$ cat src/rtl/uart_regs_pkg.sv
// Constants, field layouts and state types for one serial channel's register map and FIFOs
package uart_regs_pkg;

  // FIFO geometry
  localparam int             FIFO_DEPTH = 64;
  localparam int             PTR_W      = 6;
  localparam int             CNT_W      = 7;
  localparam int             ENTRY_W    = 11;
  localparam logic [CNT_W-1:0] CAP_FIFO = 7'h40;
  localparam logic [CNT_W-1:0] CAP_ONE  = 7'h01;

  // Register offsets on the three address lines
  localparam logic [2:0] OFS_DATA       = 3'h0;
  localparam logic [2:0] OFS_IRQ_EN     = 3'h1;
  localparam logic [2:0] OFS_FIFO_CTL   = 3'h2;
  localparam logic [2:0] OFS_FORMAT     = 3'h3;
  localparam logic [2:0] OFS_PIN_CTL    = 3'h4;
  localparam logic [2:0] OFS_LINE_STATE = 3'h5;
  localparam logic [2:0] OFS_PIN_STATE  = 3'h6;
  localparam logic [2:0] OFS_SCRATCH    = 3'h7;

  // Bank key and field positions
  localparam logic [7:0] ENH_BANK_KEY  = 8'hBF;
  localparam int         FCR_ENABLE    = 0;
  localparam int         FCR_RX_CLEAR  = 1;
  localparam int         FCR_TX_CLEAR  = 2;
  localparam int         FCR_DMA_MODE  = 3;
  localparam int         LCR_DIV_SEL   = 7;
  localparam int         LCR_BREAK     = 6;
  localparam int         LCR_PAR_FORCE = 5;
  localparam int         LCR_PAR_EVEN  = 4;
  localparam int         LCR_PAR_EN    = 3;
  localparam int         LCR_STOP_LONG = 2;
  localparam int         MCR_PRESCALE  = 7;
  localparam int         MCR_BANK_TT   = 6;
  localparam int         MCR_LOOPBACK  = 4;
  localparam int         MCR_RDY_EN    = 2;
  localparam int         EFR_ENHANCED  = 4;
  localparam logic [7:0] IER_ENH_MASK  = 8'hF0;
  localparam logic [7:0] MCR_ENH_MASK  = 8'hE0;
  localparam logic [7:0] FCR_ENH_MASK  = 8'h30;
  localparam logic [7:0] REG_RESET     = 8'h00;
  localparam logic [3:0] IIR_NO_IRQ    = 4'h1;

  // Trigger levels, indexed by the two-bit field
  localparam logic [CNT_W-1:0] TX_TRIG [4] = '{7'h08, 7'h10, 7'h20, 7'h38};
  localparam logic [CNT_W-1:0] RX_TRIG [4] = '{7'h08, 7'h10, 7'h38, 7'h3C};

  // Bit timing in 16x sample ticks
  localparam logic [5:0] SAMP_MID   = 6'h07;
  localparam logic [5:0] SAMP_LAST  = 6'h0F;
  localparam logic [5:0] STOP_HALF  = 6'h17;
  localparam logic [5:0] STOP_TWO   = 6'h1F;
  localparam logic [1:0] PRESCALE_4 = 2'h3;

  typedef enum logic [2:0] {
    LN_IDLE   = 3'b000,
    LN_START  = 3'b001,
    LN_DATA   = 3'b010,
    LN_PARITY = 3'b011,
    LN_STOP   = 3'b100
  } line_state_type;

  typedef struct packed {
    logic       chan_sel_n;
    logic       rd_stb;
    logic       wr_stb;
    logic [2:0] addr;
    logic [7:0] wdata;
  } host_req_type;

  typedef struct packed {
    logic [7:0]       irq_enable_mask, char_format_control, handshake_pin_control, scratch_byte, dll, baud_divisor_high, enhanced_features;
    logic [7:0]       resume_char_one, resume_char_two, pause_char_one, pause_char_two, flow_halt_resume_levels, fifo_threshold_levels;
    logic             fifo_en, dma_mode;
    logic [1:0]       tx_trig, rx_trig;
    logic [PTR_W-1:0] rx_wp, rx_rp, tx_wp, tx_rp;
    logic [CNT_W-1:0] rx_cnt, rx_err_cnt, tx_cnt;
    logic             overrun;
    logic [1:0]       pre_cnt;
    logic [15:0]      div_cnt;
    logic             tick;
    line_state_type   rx_st, tx_st;
    logic [5:0]       rx_samp, tx_samp;
    logic [2:0]       rx_bits, tx_bits;
    logic [7:0]       rx_shift, tx_shift;
    logic             rx_par_err, rx_armed, tx_par, tx_line;
    logic [7:0]       rd_data;
    logic             tx_out, rx_ready_n, tx_ready_n;
  } chan_state_type;

endpackage

$ cat src/rtl/uart_channel_regs.sv
// One serial channel: host register map, 64-entry receive and transmit FIFOs, shifters
`timescale 1ns/1ps

module uart_channel_regs
  import uart_regs_pkg::*;
#(
  parameter int CHAN_INDEX = 0
) (
  // Clock and reset
  input  wire logic                  core_clk,
  input  wire logic                  rst,
  // Host register access
  input  wire uart_regs_pkg::host_req_type host,
  output logic [7:0]                 rd_data,
  // Serial line
  input  wire logic                  rx_in,
  output logic                       tx_out,
  // DMA ready signalling
  output logic                       rx_ready_n,
  output logic                       tx_ready_n,
  // Ready status of all four channels
  input  wire logic [3:0]            peer_rx_ready,
  input  wire logic [3:0]            peer_tx_ready
);
  import uart_regs_pkg::*;

  chan_state_type   s;
  chan_state_type   n;
  logic [ENTRY_W-1:0] rx_mem [FIFO_DEPTH];
  logic [7:0]       tx_mem [FIFO_DEPTH];

  logic             rd, wr, enh, bank_div, bank_bf, bank_tt, rdy_vis;
  logic             rx_line, rx_push, rx_push_ok, rx_pop, rx_clr;
  logic             tx_push, tx_push_ok, tx_pop, tx_clr, fcr_wr;
  logic [ENTRY_W-1:0] rx_entry, rx_top;
  logic [CNT_W-1:0] cap;
  logic [2:0]       wl_last;
  logic [5:0]       stop_last;
  logic [15:0]      divisor;
  logic [7:0]       rd_val, dmask, rdy_byte;
  logic [3:0]       own_rx, own_tx;

  function automatic logic [7:0] word_mask(input logic [1:0] len);
    return 8'hFF >> (2'h3 - len);
  endfunction

  function automatic logic par_bit(input logic [7:0] d, input logic [7:0] char_format_control);
    if (char_format_control[LCR_PAR_FORCE]) begin
      return ~char_format_control[LCR_PAR_EVEN];
    end
    return char_format_control[LCR_PAR_EVEN] ? ^d : ~^d;
  endfunction

  assign rx_top = rx_mem[s.rx_rp];

  always_comb begin
    n          = s;
    rd         = host.rd_stb & ~host.chan_sel_n;
    wr         = host.wr_stb & ~host.chan_sel_n;
    enh        = s.enhanced_features[EFR_ENHANCED];
    bank_bf    = (s.char_format_control == ENH_BANK_KEY);
    bank_div   = s.char_format_control[LCR_DIV_SEL];
    bank_tt    = enh & s.handshake_pin_control[MCR_BANK_TT] & ~bank_bf;
    rdy_vis    = ~host.chan_sel_n & s.handshake_pin_control[MCR_RDY_EN] & ~s.handshake_pin_control[MCR_LOOPBACK];
    cap        = s.fifo_en ? CAP_FIFO : CAP_ONE;
    wl_last    = 3'h4 + {1'b0, s.char_format_control[1:0]};
    dmask      = word_mask(s.char_format_control[1:0]);
    divisor    = {s.baud_divisor_high, s.dll};
    stop_last  = ~s.char_format_control[LCR_STOP_LONG] ? SAMP_LAST : (s.char_format_control[1:0] == 2'h0) ? STOP_HALF : STOP_TWO;
    rx_line    = s.handshake_pin_control[MCR_LOOPBACK] ? s.tx_line : rx_in;
    rx_push    = 1'b0;
    rx_entry   = '0;
    rx_pop     = 1'b0;
    rx_clr     = 1'b0;
    tx_push    = 1'b0;
    tx_pop     = 1'b0;
    tx_clr     = 1'b0;
    fcr_wr     = 1'b0;
    rd_val     = REG_RESET;
    own_rx     = 4'h0;
    own_tx     = 4'h0;
    own_rx[CHAN_INDEX[1:0]] = ~s.rx_ready_n;
    own_tx[CHAN_INDEX[1:0]] = ~s.tx_ready_n;
    rdy_byte   = {own_rx, own_tx};
    for (int i = 0; i < 4; i++) begin
      if (i != CHAN_INDEX) begin
        rdy_byte[4 + i] = peer_rx_ready[i];
        rdy_byte[i]     = peer_tx_ready[i];
      end
    end

    // Host writes
    if (wr) begin
      unique case (host.addr)
        OFS_DATA: begin
          if (bank_div) begin
            n.dll = host.wdata;
          end else begin
            tx_push = 1'b1;
          end
        end
        OFS_IRQ_EN: begin
          if (bank_div) begin
            n.baud_divisor_high = host.wdata;
          end else begin
            n.irq_enable_mask = enh ? host.wdata : (s.irq_enable_mask & IER_ENH_MASK) | (host.wdata & ~IER_ENH_MASK);
          end
        end
        OFS_FIFO_CTL: begin
          if (bank_bf) begin
            n.enhanced_features = host.wdata;
          end else begin
            fcr_wr = 1'b1;
          end
        end
        OFS_FORMAT: n.char_format_control = host.wdata;
        OFS_PIN_CTL: begin
          if (bank_bf) begin
            n.resume_char_one = host.wdata;
          end else begin
            n.handshake_pin_control = enh ? host.wdata : (s.handshake_pin_control & MCR_ENH_MASK) | (host.wdata & ~MCR_ENH_MASK);
          end
        end
        OFS_LINE_STATE: n.resume_char_two = bank_bf ? host.wdata : s.resume_char_two;
        OFS_PIN_STATE: begin
          if (bank_bf) begin
            n.pause_char_one = host.wdata;
          end else if (bank_tt) begin
            n.flow_halt_resume_levels = host.wdata;
          end
        end
        OFS_SCRATCH: begin
          if (bank_bf) begin
            n.pause_char_two = host.wdata;
          end else if (bank_tt) begin
            n.fifo_threshold_levels = host.wdata;
          end else begin
            n.scratch_byte = host.wdata;
          end
        end
      endcase
    end

    // FIFO setup register: only side effects; only the enable bit reads back, in bits 7:6 at this offset
    if (fcr_wr) begin
      n.fifo_en  = host.wdata[FCR_ENABLE];
      // Mode change also empties both, so pointers never straddle the two depths
      rx_clr     = host.wdata[FCR_RX_CLEAR] | (host.wdata[FCR_ENABLE] != s.fifo_en);
      tx_clr     = host.wdata[FCR_TX_CLEAR] | (host.wdata[FCR_ENABLE] != s.fifo_en);
      n.dma_mode = host.wdata[FCR_DMA_MODE];
      n.rx_trig  = host.wdata[7:6];
      if (enh) begin
        n.tx_trig = host.wdata[5:4];
      end
    end

    // Host reads
    if (rd) begin
      unique case (host.addr)
        OFS_DATA: begin
          rd_val = bank_div ? s.dll : rx_top[7:0];
          rx_pop = ~bank_div & (s.rx_cnt != '0);
        end
        OFS_IRQ_EN:   rd_val = bank_div ? s.baud_divisor_high : s.irq_enable_mask;
        OFS_FIFO_CTL: rd_val = bank_bf ? s.enhanced_features : {s.fifo_en, s.fifo_en, 2'h0, IIR_NO_IRQ};
        OFS_FORMAT:   rd_val = s.char_format_control;
        OFS_PIN_CTL:  rd_val = bank_bf ? s.resume_char_one : s.handshake_pin_control;
        OFS_LINE_STATE: begin
          if (bank_bf) begin
            rd_val = s.resume_char_two;
          end else begin
            rd_val = {s.rx_err_cnt != '0, (s.tx_cnt == '0) && (s.tx_st == LN_IDLE), s.tx_cnt == '0,
                      rx_top[10:8], s.overrun, s.rx_cnt != '0};
            n.overrun = 1'b0;
          end
        end
        OFS_PIN_STATE: rd_val = bank_bf ? s.pause_char_one : bank_tt ? s.flow_halt_resume_levels : REG_RESET;
        OFS_SCRATCH:  rd_val = bank_bf ? s.pause_char_two : bank_tt ? s.fifo_threshold_levels : rdy_vis ? rdy_byte : s.scratch_byte;
      endcase
      n.rd_data = rd_val;
    end

    // Baud tick at 16x bit rate, optional divide by four ahead of the divisor
    n.tick = 1'b0;
    if (s.pre_cnt == (s.handshake_pin_control[MCR_PRESCALE] ? PRESCALE_4 : 2'h0)) begin
      n.pre_cnt = 2'h0;
      if (s.div_cnt == 16'h0000) begin
        n.div_cnt = (divisor == 16'h0000) ? 16'h0000 : 16'(divisor - 16'h0001);
        n.tick    = 1'b1;
      end else begin
        n.div_cnt = 16'(s.div_cnt - 16'h0001);
      end
    end else begin
      n.pre_cnt = 2'(s.pre_cnt + 2'h1);
    end

    // Receive shifter
    if (s.tick) begin
      n.rx_samp = 6'(s.rx_samp + 6'h01);
      unique case (s.rx_st)
        LN_IDLE: begin
          n.rx_samp = 6'h00;
          // A held-low line after a break must rise before another start is seen
          if (rx_line) begin
            n.rx_armed = 1'b1;
          end else if (s.rx_armed) begin
            n.rx_st = LN_START;
          end
        end
        LN_START: begin
          if (s.rx_samp == SAMP_MID) begin
            n.rx_samp    = 6'h00;
            n.rx_bits    = 3'h0;
            n.rx_par_err = 1'b0;
            n.rx_st      = rx_line ? LN_IDLE : LN_DATA;
          end
        end
        LN_DATA: begin
          if (s.rx_samp == SAMP_LAST) begin
            n.rx_samp  = 6'h00;
            n.rx_shift = {rx_line, s.rx_shift[7:1]};
            n.rx_bits  = 3'(s.rx_bits + 3'h1);
            if (s.rx_bits == wl_last) begin
              n.rx_shift = {rx_line, s.rx_shift[7:1]} >> (3'h7 - wl_last);
              n.rx_st    = s.char_format_control[LCR_PAR_EN] ? LN_PARITY : LN_STOP;
            end
          end
        end
        LN_PARITY: begin
          if (s.rx_samp == SAMP_LAST) begin
            n.rx_samp    = 6'h00;
            n.rx_par_err = rx_line != par_bit(s.rx_shift & dmask, s.char_format_control);
            n.rx_st      = LN_STOP;
          end
        end
        LN_STOP: begin
          if (s.rx_samp == SAMP_LAST) begin
            rx_push    = 1'b1;
            rx_entry   = {~rx_line & (s.rx_shift == 8'h00), ~rx_line, s.rx_par_err, s.rx_shift};
            n.rx_armed = rx_line;
            n.rx_st    = LN_IDLE;
          end
        end
        default: n.rx_st = LN_IDLE;
      endcase
    end

    // Receive FIFO bookkeeping
    rx_push_ok = rx_push & (s.rx_cnt < cap);
    if (rx_push & ~rx_push_ok) begin
      n.overrun = 1'b1;
    end
    if (rx_push_ok) begin
      n.rx_wp = s.fifo_en ? PTR_W'(s.rx_wp + 6'h01) : '0;
    end
    if (rx_pop) begin
      n.rx_rp = s.fifo_en ? PTR_W'(s.rx_rp + 6'h01) : '0;
    end
    n.rx_cnt     = 7'(s.rx_cnt + {6'h00, rx_push_ok} - {6'h00, rx_pop});
    n.rx_err_cnt = 7'(s.rx_err_cnt + {6'h00, rx_push_ok & |rx_entry[10:8]}
                      - {6'h00, rx_pop & |rx_top[10:8]});
    if (rx_clr) begin
      n.rx_wp      = '0;
      n.rx_rp      = '0;
      n.rx_cnt     = '0;
      n.rx_err_cnt = '0;
    end

    // Transmit shifter
    if (s.tick) begin
      n.tx_samp = 6'(s.tx_samp + 6'h01);
      unique case (s.tx_st)
        LN_IDLE: begin
          n.tx_samp = 6'h00;
          if (s.tx_cnt != '0) begin
            tx_pop     = 1'b1;
            n.tx_shift = tx_mem[s.tx_rp];
            n.tx_par   = par_bit(tx_mem[s.tx_rp] & dmask, s.char_format_control);
            n.tx_line  = 1'b0;
            n.tx_st    = LN_START;
          end
        end
        LN_START: begin
          if (s.tx_samp == SAMP_LAST) begin
            n.tx_samp = 6'h00;
            n.tx_bits = 3'h0;
            n.tx_line = s.tx_shift[0];
            n.tx_st   = LN_DATA;
          end
        end
        LN_DATA: begin
          if (s.tx_samp == SAMP_LAST) begin
            n.tx_samp  = 6'h00;
            n.tx_bits  = 3'(s.tx_bits + 3'h1);
            n.tx_shift = s.tx_shift >> 1;
            n.tx_line  = s.tx_shift[1];
            if (s.tx_bits == wl_last) begin
              n.tx_line = s.char_format_control[LCR_PAR_EN] ? s.tx_par : 1'b1;
              n.tx_st   = s.char_format_control[LCR_PAR_EN] ? LN_PARITY : LN_STOP;
            end
          end
        end
        LN_PARITY: begin
          if (s.tx_samp == SAMP_LAST) begin
            n.tx_samp = 6'h00;
            n.tx_line = 1'b1;
            n.tx_st   = LN_STOP;
          end
        end
        LN_STOP: begin
          if (s.tx_samp == stop_last) begin
            n.tx_st = LN_IDLE;
          end
        end
        default: n.tx_st = LN_IDLE;
      endcase
    end

    // Transmit FIFO bookkeeping
    tx_push_ok = tx_push & (s.tx_cnt < cap);
    if (tx_push_ok) begin
      n.tx_wp = s.fifo_en ? PTR_W'(s.tx_wp + 6'h01) : '0;
    end
    if (tx_pop) begin
      n.tx_rp = s.fifo_en ? PTR_W'(s.tx_rp + 6'h01) : '0;
    end
    n.tx_cnt = 7'(s.tx_cnt + {6'h00, tx_push_ok} - {6'h00, tx_pop});
    if (tx_clr) begin
      n.tx_wp  = '0;
      n.tx_rp  = '0;
      n.tx_cnt = '0;
    end

    // Pins and DMA ready; mode 1 only means something with FIFOs on
    n.tx_out = s.handshake_pin_control[MCR_LOOPBACK] | (n.tx_line & ~s.char_format_control[LCR_BREAK]);
    if (s.dma_mode & n.fifo_en) begin
      n.rx_ready_n = n.rx_cnt < RX_TRIG[n.rx_trig];
      n.tx_ready_n = (CAP_FIFO - n.tx_cnt) < TX_TRIG[n.tx_trig];
    end else begin
      n.rx_ready_n = n.rx_cnt == '0;
      n.tx_ready_n = n.tx_cnt != '0;
    end
  end

  always_ff @(posedge core_clk) begin
    if (rst) begin
      s            <= '0;
      s.tx_line    <= 1'b1;
      s.tx_out     <= 1'b1;
      s.rx_ready_n <= 1'b1;
    end else begin
      s <= n;
    end
  end

  // Data arrays carry no reset; occupancy is tracked by the counters
  always_ff @(posedge core_clk) begin
    if (rx_push_ok & ~rx_clr) begin
      rx_mem[s.fifo_en ? s.rx_wp : '0] <= rx_entry;
    end
    if (tx_push_ok) begin
      tx_mem[s.fifo_en ? s.tx_wp : '0] <= host.wdata;
    end
  end

  assign rd_data    = s.rd_data;
  assign tx_out     = s.tx_out;
  assign rx_ready_n = s.rx_ready_n;
  assign tx_ready_n = s.tx_ready_n;

endmodule

$ cat config.mk
export PLATFORM = sky130hd
export DESIGN_NAME = uart_channel_regs
export DESIGN_NICKNAME = d
export VERILOG_FILES = /design/src/rtl/uart_regs_pkg.sv /design/src/rtl/uart_channel_regs.sv
export SDC_FILE = /design/constraint.sdc
export NUM_CORES = 2
export LEC_CHECK = 0
export BUFFER_PORTS_ARGS = -buffer_cell sky130_fd_sc_hd__buf_2
export CORE_MARGIN = 10
export CORE_UTILIZATION = 57
export CTS_CLUSTER_SIZE = 40
export DETAILED_ROUTE_END_ITERATION = 16
export GPL_TIMING_DRIVEN = 0
export PLACE_DENSITY = 0.76
export SLEW_MARGIN = 20
export SYNTH_ARGS = -nofsm -noshare
export SYNTH_HDL_FRONTEND = slang
export SYNTH_SLANG_ARGS = --single-unit
$ cat constraint.sdc
create_clock -name core_clk -period 6.7 [get_ports core_clk]
set_input_delay 0.67 -clock core_clk [delete_from_list [all_inputs] [get_ports core_clk]]
set_output_delay 0.67 -clock core_clk [all_outputs]
set_load 0.05 [all_outputs]
==> results.toml <==
[timing]
fmax_mhz = 172
relSlewSlack = 0.147
clock_skew_ns = 0.0312
tightest_slew_ns = 1.28
hold-worst-slack_ns = 0.478
fin_crit_sh = 0.868
finalSetupViolations = 0
maxSlewViolCount = 0
hold_violations = 0
tns_ns = 0
fin_crit_ns = 5.81
rsz0062_at_grt = "no"

[detailed_routing]
drt_iter0_markers = 5155
viasPerCell = 6.62
drtPass1Iterations = 8
wl_per_cell_um = 30.7
antenna_left = 0
route.detailed.drc = 0
totalWireLength_mm = 162
vias = 34900

[pwr]
ir_drop_uv = 373
p_per_area_nw_per_um2 = 300
p_leak_nw = 22.6

[logic_synthesis]
synth_cell_types = 72
synth.yosys.seq_area_share = 0.693
synth_edf_count = 1216
synth.cell_area_sq_um = 59700
syn_avg_cell_area_sq_um = 16.7
synth_ff_type = "edfxtp_1"
synth_async_sr_flop_share = 0
yosysTopAreaCell = "edfxtp_1"
synth.most_common_cell = "edfxtp_1"
yosys.area.top_type_share = 0.612
yosys-top-cells-area = "edfxtp_1 (61%), mux4_2 (14%), dfxtp_1 (8.1%)"
ys_ff_latch = 1458
synth_nets = 3655
synth_commonest_cells = "edfxtp_1 (1216), nor2_1 (420), mux4_2 (360)"
synth_cells = 3574
yosysWarningCount = 0

[global_route]
grt_first_pass_wirelength_mm = 235
groute.usage.overall = 0.274
antenna_found_initial = 4
grt_max_degree = 72
grt-ovfl-total = 0
grt_pass1_vias = 34300

[critical_path]
critical_path_class = "flip-flop to flip-flop"
critPathLaunchType = "flip-flop"
worstPathCellList = "clkbuf_1 > clkbuf_1 > clkbuf_1 > mux4_2 > mux4_2 > mux4_2 > nor3_1 > nor2_1 > ha_1 > inv_1 > ha_1 > inv_1 > fa_1 > inv_1 > a21oi_1 > o21bai_1 > a21oi_1 > nor2_1 > or3_1 > a21oi_1"
slowest_stage = "clkbuf_1"
end_kind = "flip-flop"
cp_max_fo = 10
critPathMaxStageDelay_ns = 0.94
required_ns = 7.38
critical_path_arrival_ns = 6.49

[placed_design]
port_buffers = 32
hpwl_mm = 101
place.gp.congestion = 0.916

[job]
max_cap_violations = 0

[floorplan]
die_h_um = 344
io_pins = 36
row_count = 118
core_area_sq_um = 104000
dieArea_sq_um = 118000
initial_utilization = 0.575
die_x_um = 344

[layout]
fillers = 6931
drive_gt1_frac = 0.198
area_growth_pct = 11.7
fin_nets = 3851

[clocking]
clock-sinks = 1458
clk_path_buf_depth = 3
cts_tree = "done"
hold_buffers = 0
cts_root_buffer = "clkbuf_16"
post_cts_resized = 0
postCtsSetupRepairBufs = 0
clk_latency_ns = 0.77
cts-buffers-inserted = 145
clkTransAtPathRegs_ns = 0.07
h-tree-depth = 4

[worst_hold_path]
min_path_type = "flip-flop to flip-flop"

[run_status]
outcome = "finished, final reports clean"
## routing by layer
metal | part of all wire | GRT usage
met1 | 0.37 | 0.362
met5 | 0.00017 | 0
met2 | 0.47 | 0.431
met4 | 0.049 | 0.123
met3 | 0.11 | 0.0687
## kinds of logic after synthesis
| family | synth area share |
|---|---|
| multiplexers | 0.164 |
| adder cells (fa/ha/maj) | 0.0121 |
| buffers and inverters | 0.0189 |
| flip-flops | 0.693 |
| AND/OR/NAND/NOR | 0.0629 |
| AO/OA/AOI/OAI | 0.0367 |
| XOR/XNOR | 0.0124 |
## placed cells by master, fill, tap and decap left out, types with 17 or more instances in the layout
cell and count:
xnor2_1 43, nand3_1 53, nand2_1 148, edfxtp_1 1216, nor3_1 50, nand4_1 18, nand2b_1 23, a21oi_1 130
a22oi_1 29, buf_4 26, clkbuf_1 153, buf_2 51, o21ai_0 70, nor2_2 58, mux4_2 360, inv_1 52
dfxtp_1 242, clkinv_1 25, clkbuf_16 147, clkinv_2 24, a211oi_1 17, ha_1 53, nor2b_1 25, mux2i_1 157
xor2_1 39, nor2_1 362
## worst max-delay path: cells and delay by family (launching register included)
family | cells | cell delay [ns]
simple gates | 4 | 0.83
fa+ha+maj | 3 | 0.66
compound gates | 4 | 0.55
flops | 1 | 0.31
mux | 3 | 1.61
buf+inv | 6 | 1.76
## metrics by stage
| step | total power, mW | utilization | std cells | area (sq um) | worst slack [ns] |
|---|---|---|---|---|---|
| finish | 20.0 | 0.642 | 5264 | 66700 | 0.886 |
| global route | 20.6 | 0.642 | 5261 | 66700 | 0.603 |
| CTS | 20.0 | 0.642 | 5260 | 66600 | 0.959 |
| detailed placement | 12.2 | 0.598 | 5003 | 62100 | 1.06 |
| global placement | 12.2 | 0.593 | 4986 | 61600 | -1.38 |
| floorplan | 11.6 | - | 3574 | 59700 | 1.94 |
## where the power goes
group          internal (mW)  leakage (nW)  switching, mW
Sequential              9.85          14.7          0.110
Clock                   4.45          2.24           3.47
Combinational          0.861          5.71           1.26
## state kept, by name (all words and copies together) (netlist names), 8 cells and up, named ones only
signal and count:
divisor 16, rx_mem 704, tx_mem 512, s 201, rd_data 8
## cell type report
cell class                 instances  area [sq um]  share of cell area
sequential                      1458         41400               0.620
tap                             1380          1730              0.0259
buffer                           204           953              0.0143
timing repair buffer              49           470             0.00706
clock buffer                     180          3850              0.0578
multi-input combinational       1858         17400               0.261
clock inverter                    77           718              0.0108
antenna                            4          10.0            0.000150
inverter                          54           203             0.00304
## path summary, 6_finish.rpt
| path | from | to | slack [ns] | depth (start not counted) |
|---|---|---|---|---|
| worst max-delay path | flip-flop | s[88] | 0.89 | 20 |
| worst min-delay path | s[223] | s[223] | 0.48 | 2 |
| worst max register to register | flip-flop | s[88] | 0.89 | 20 |
| worst min register to register | s[223] | s[223] | 0.48 | 2 |
No activity file was read; power rests on OpenSTA's default activity.
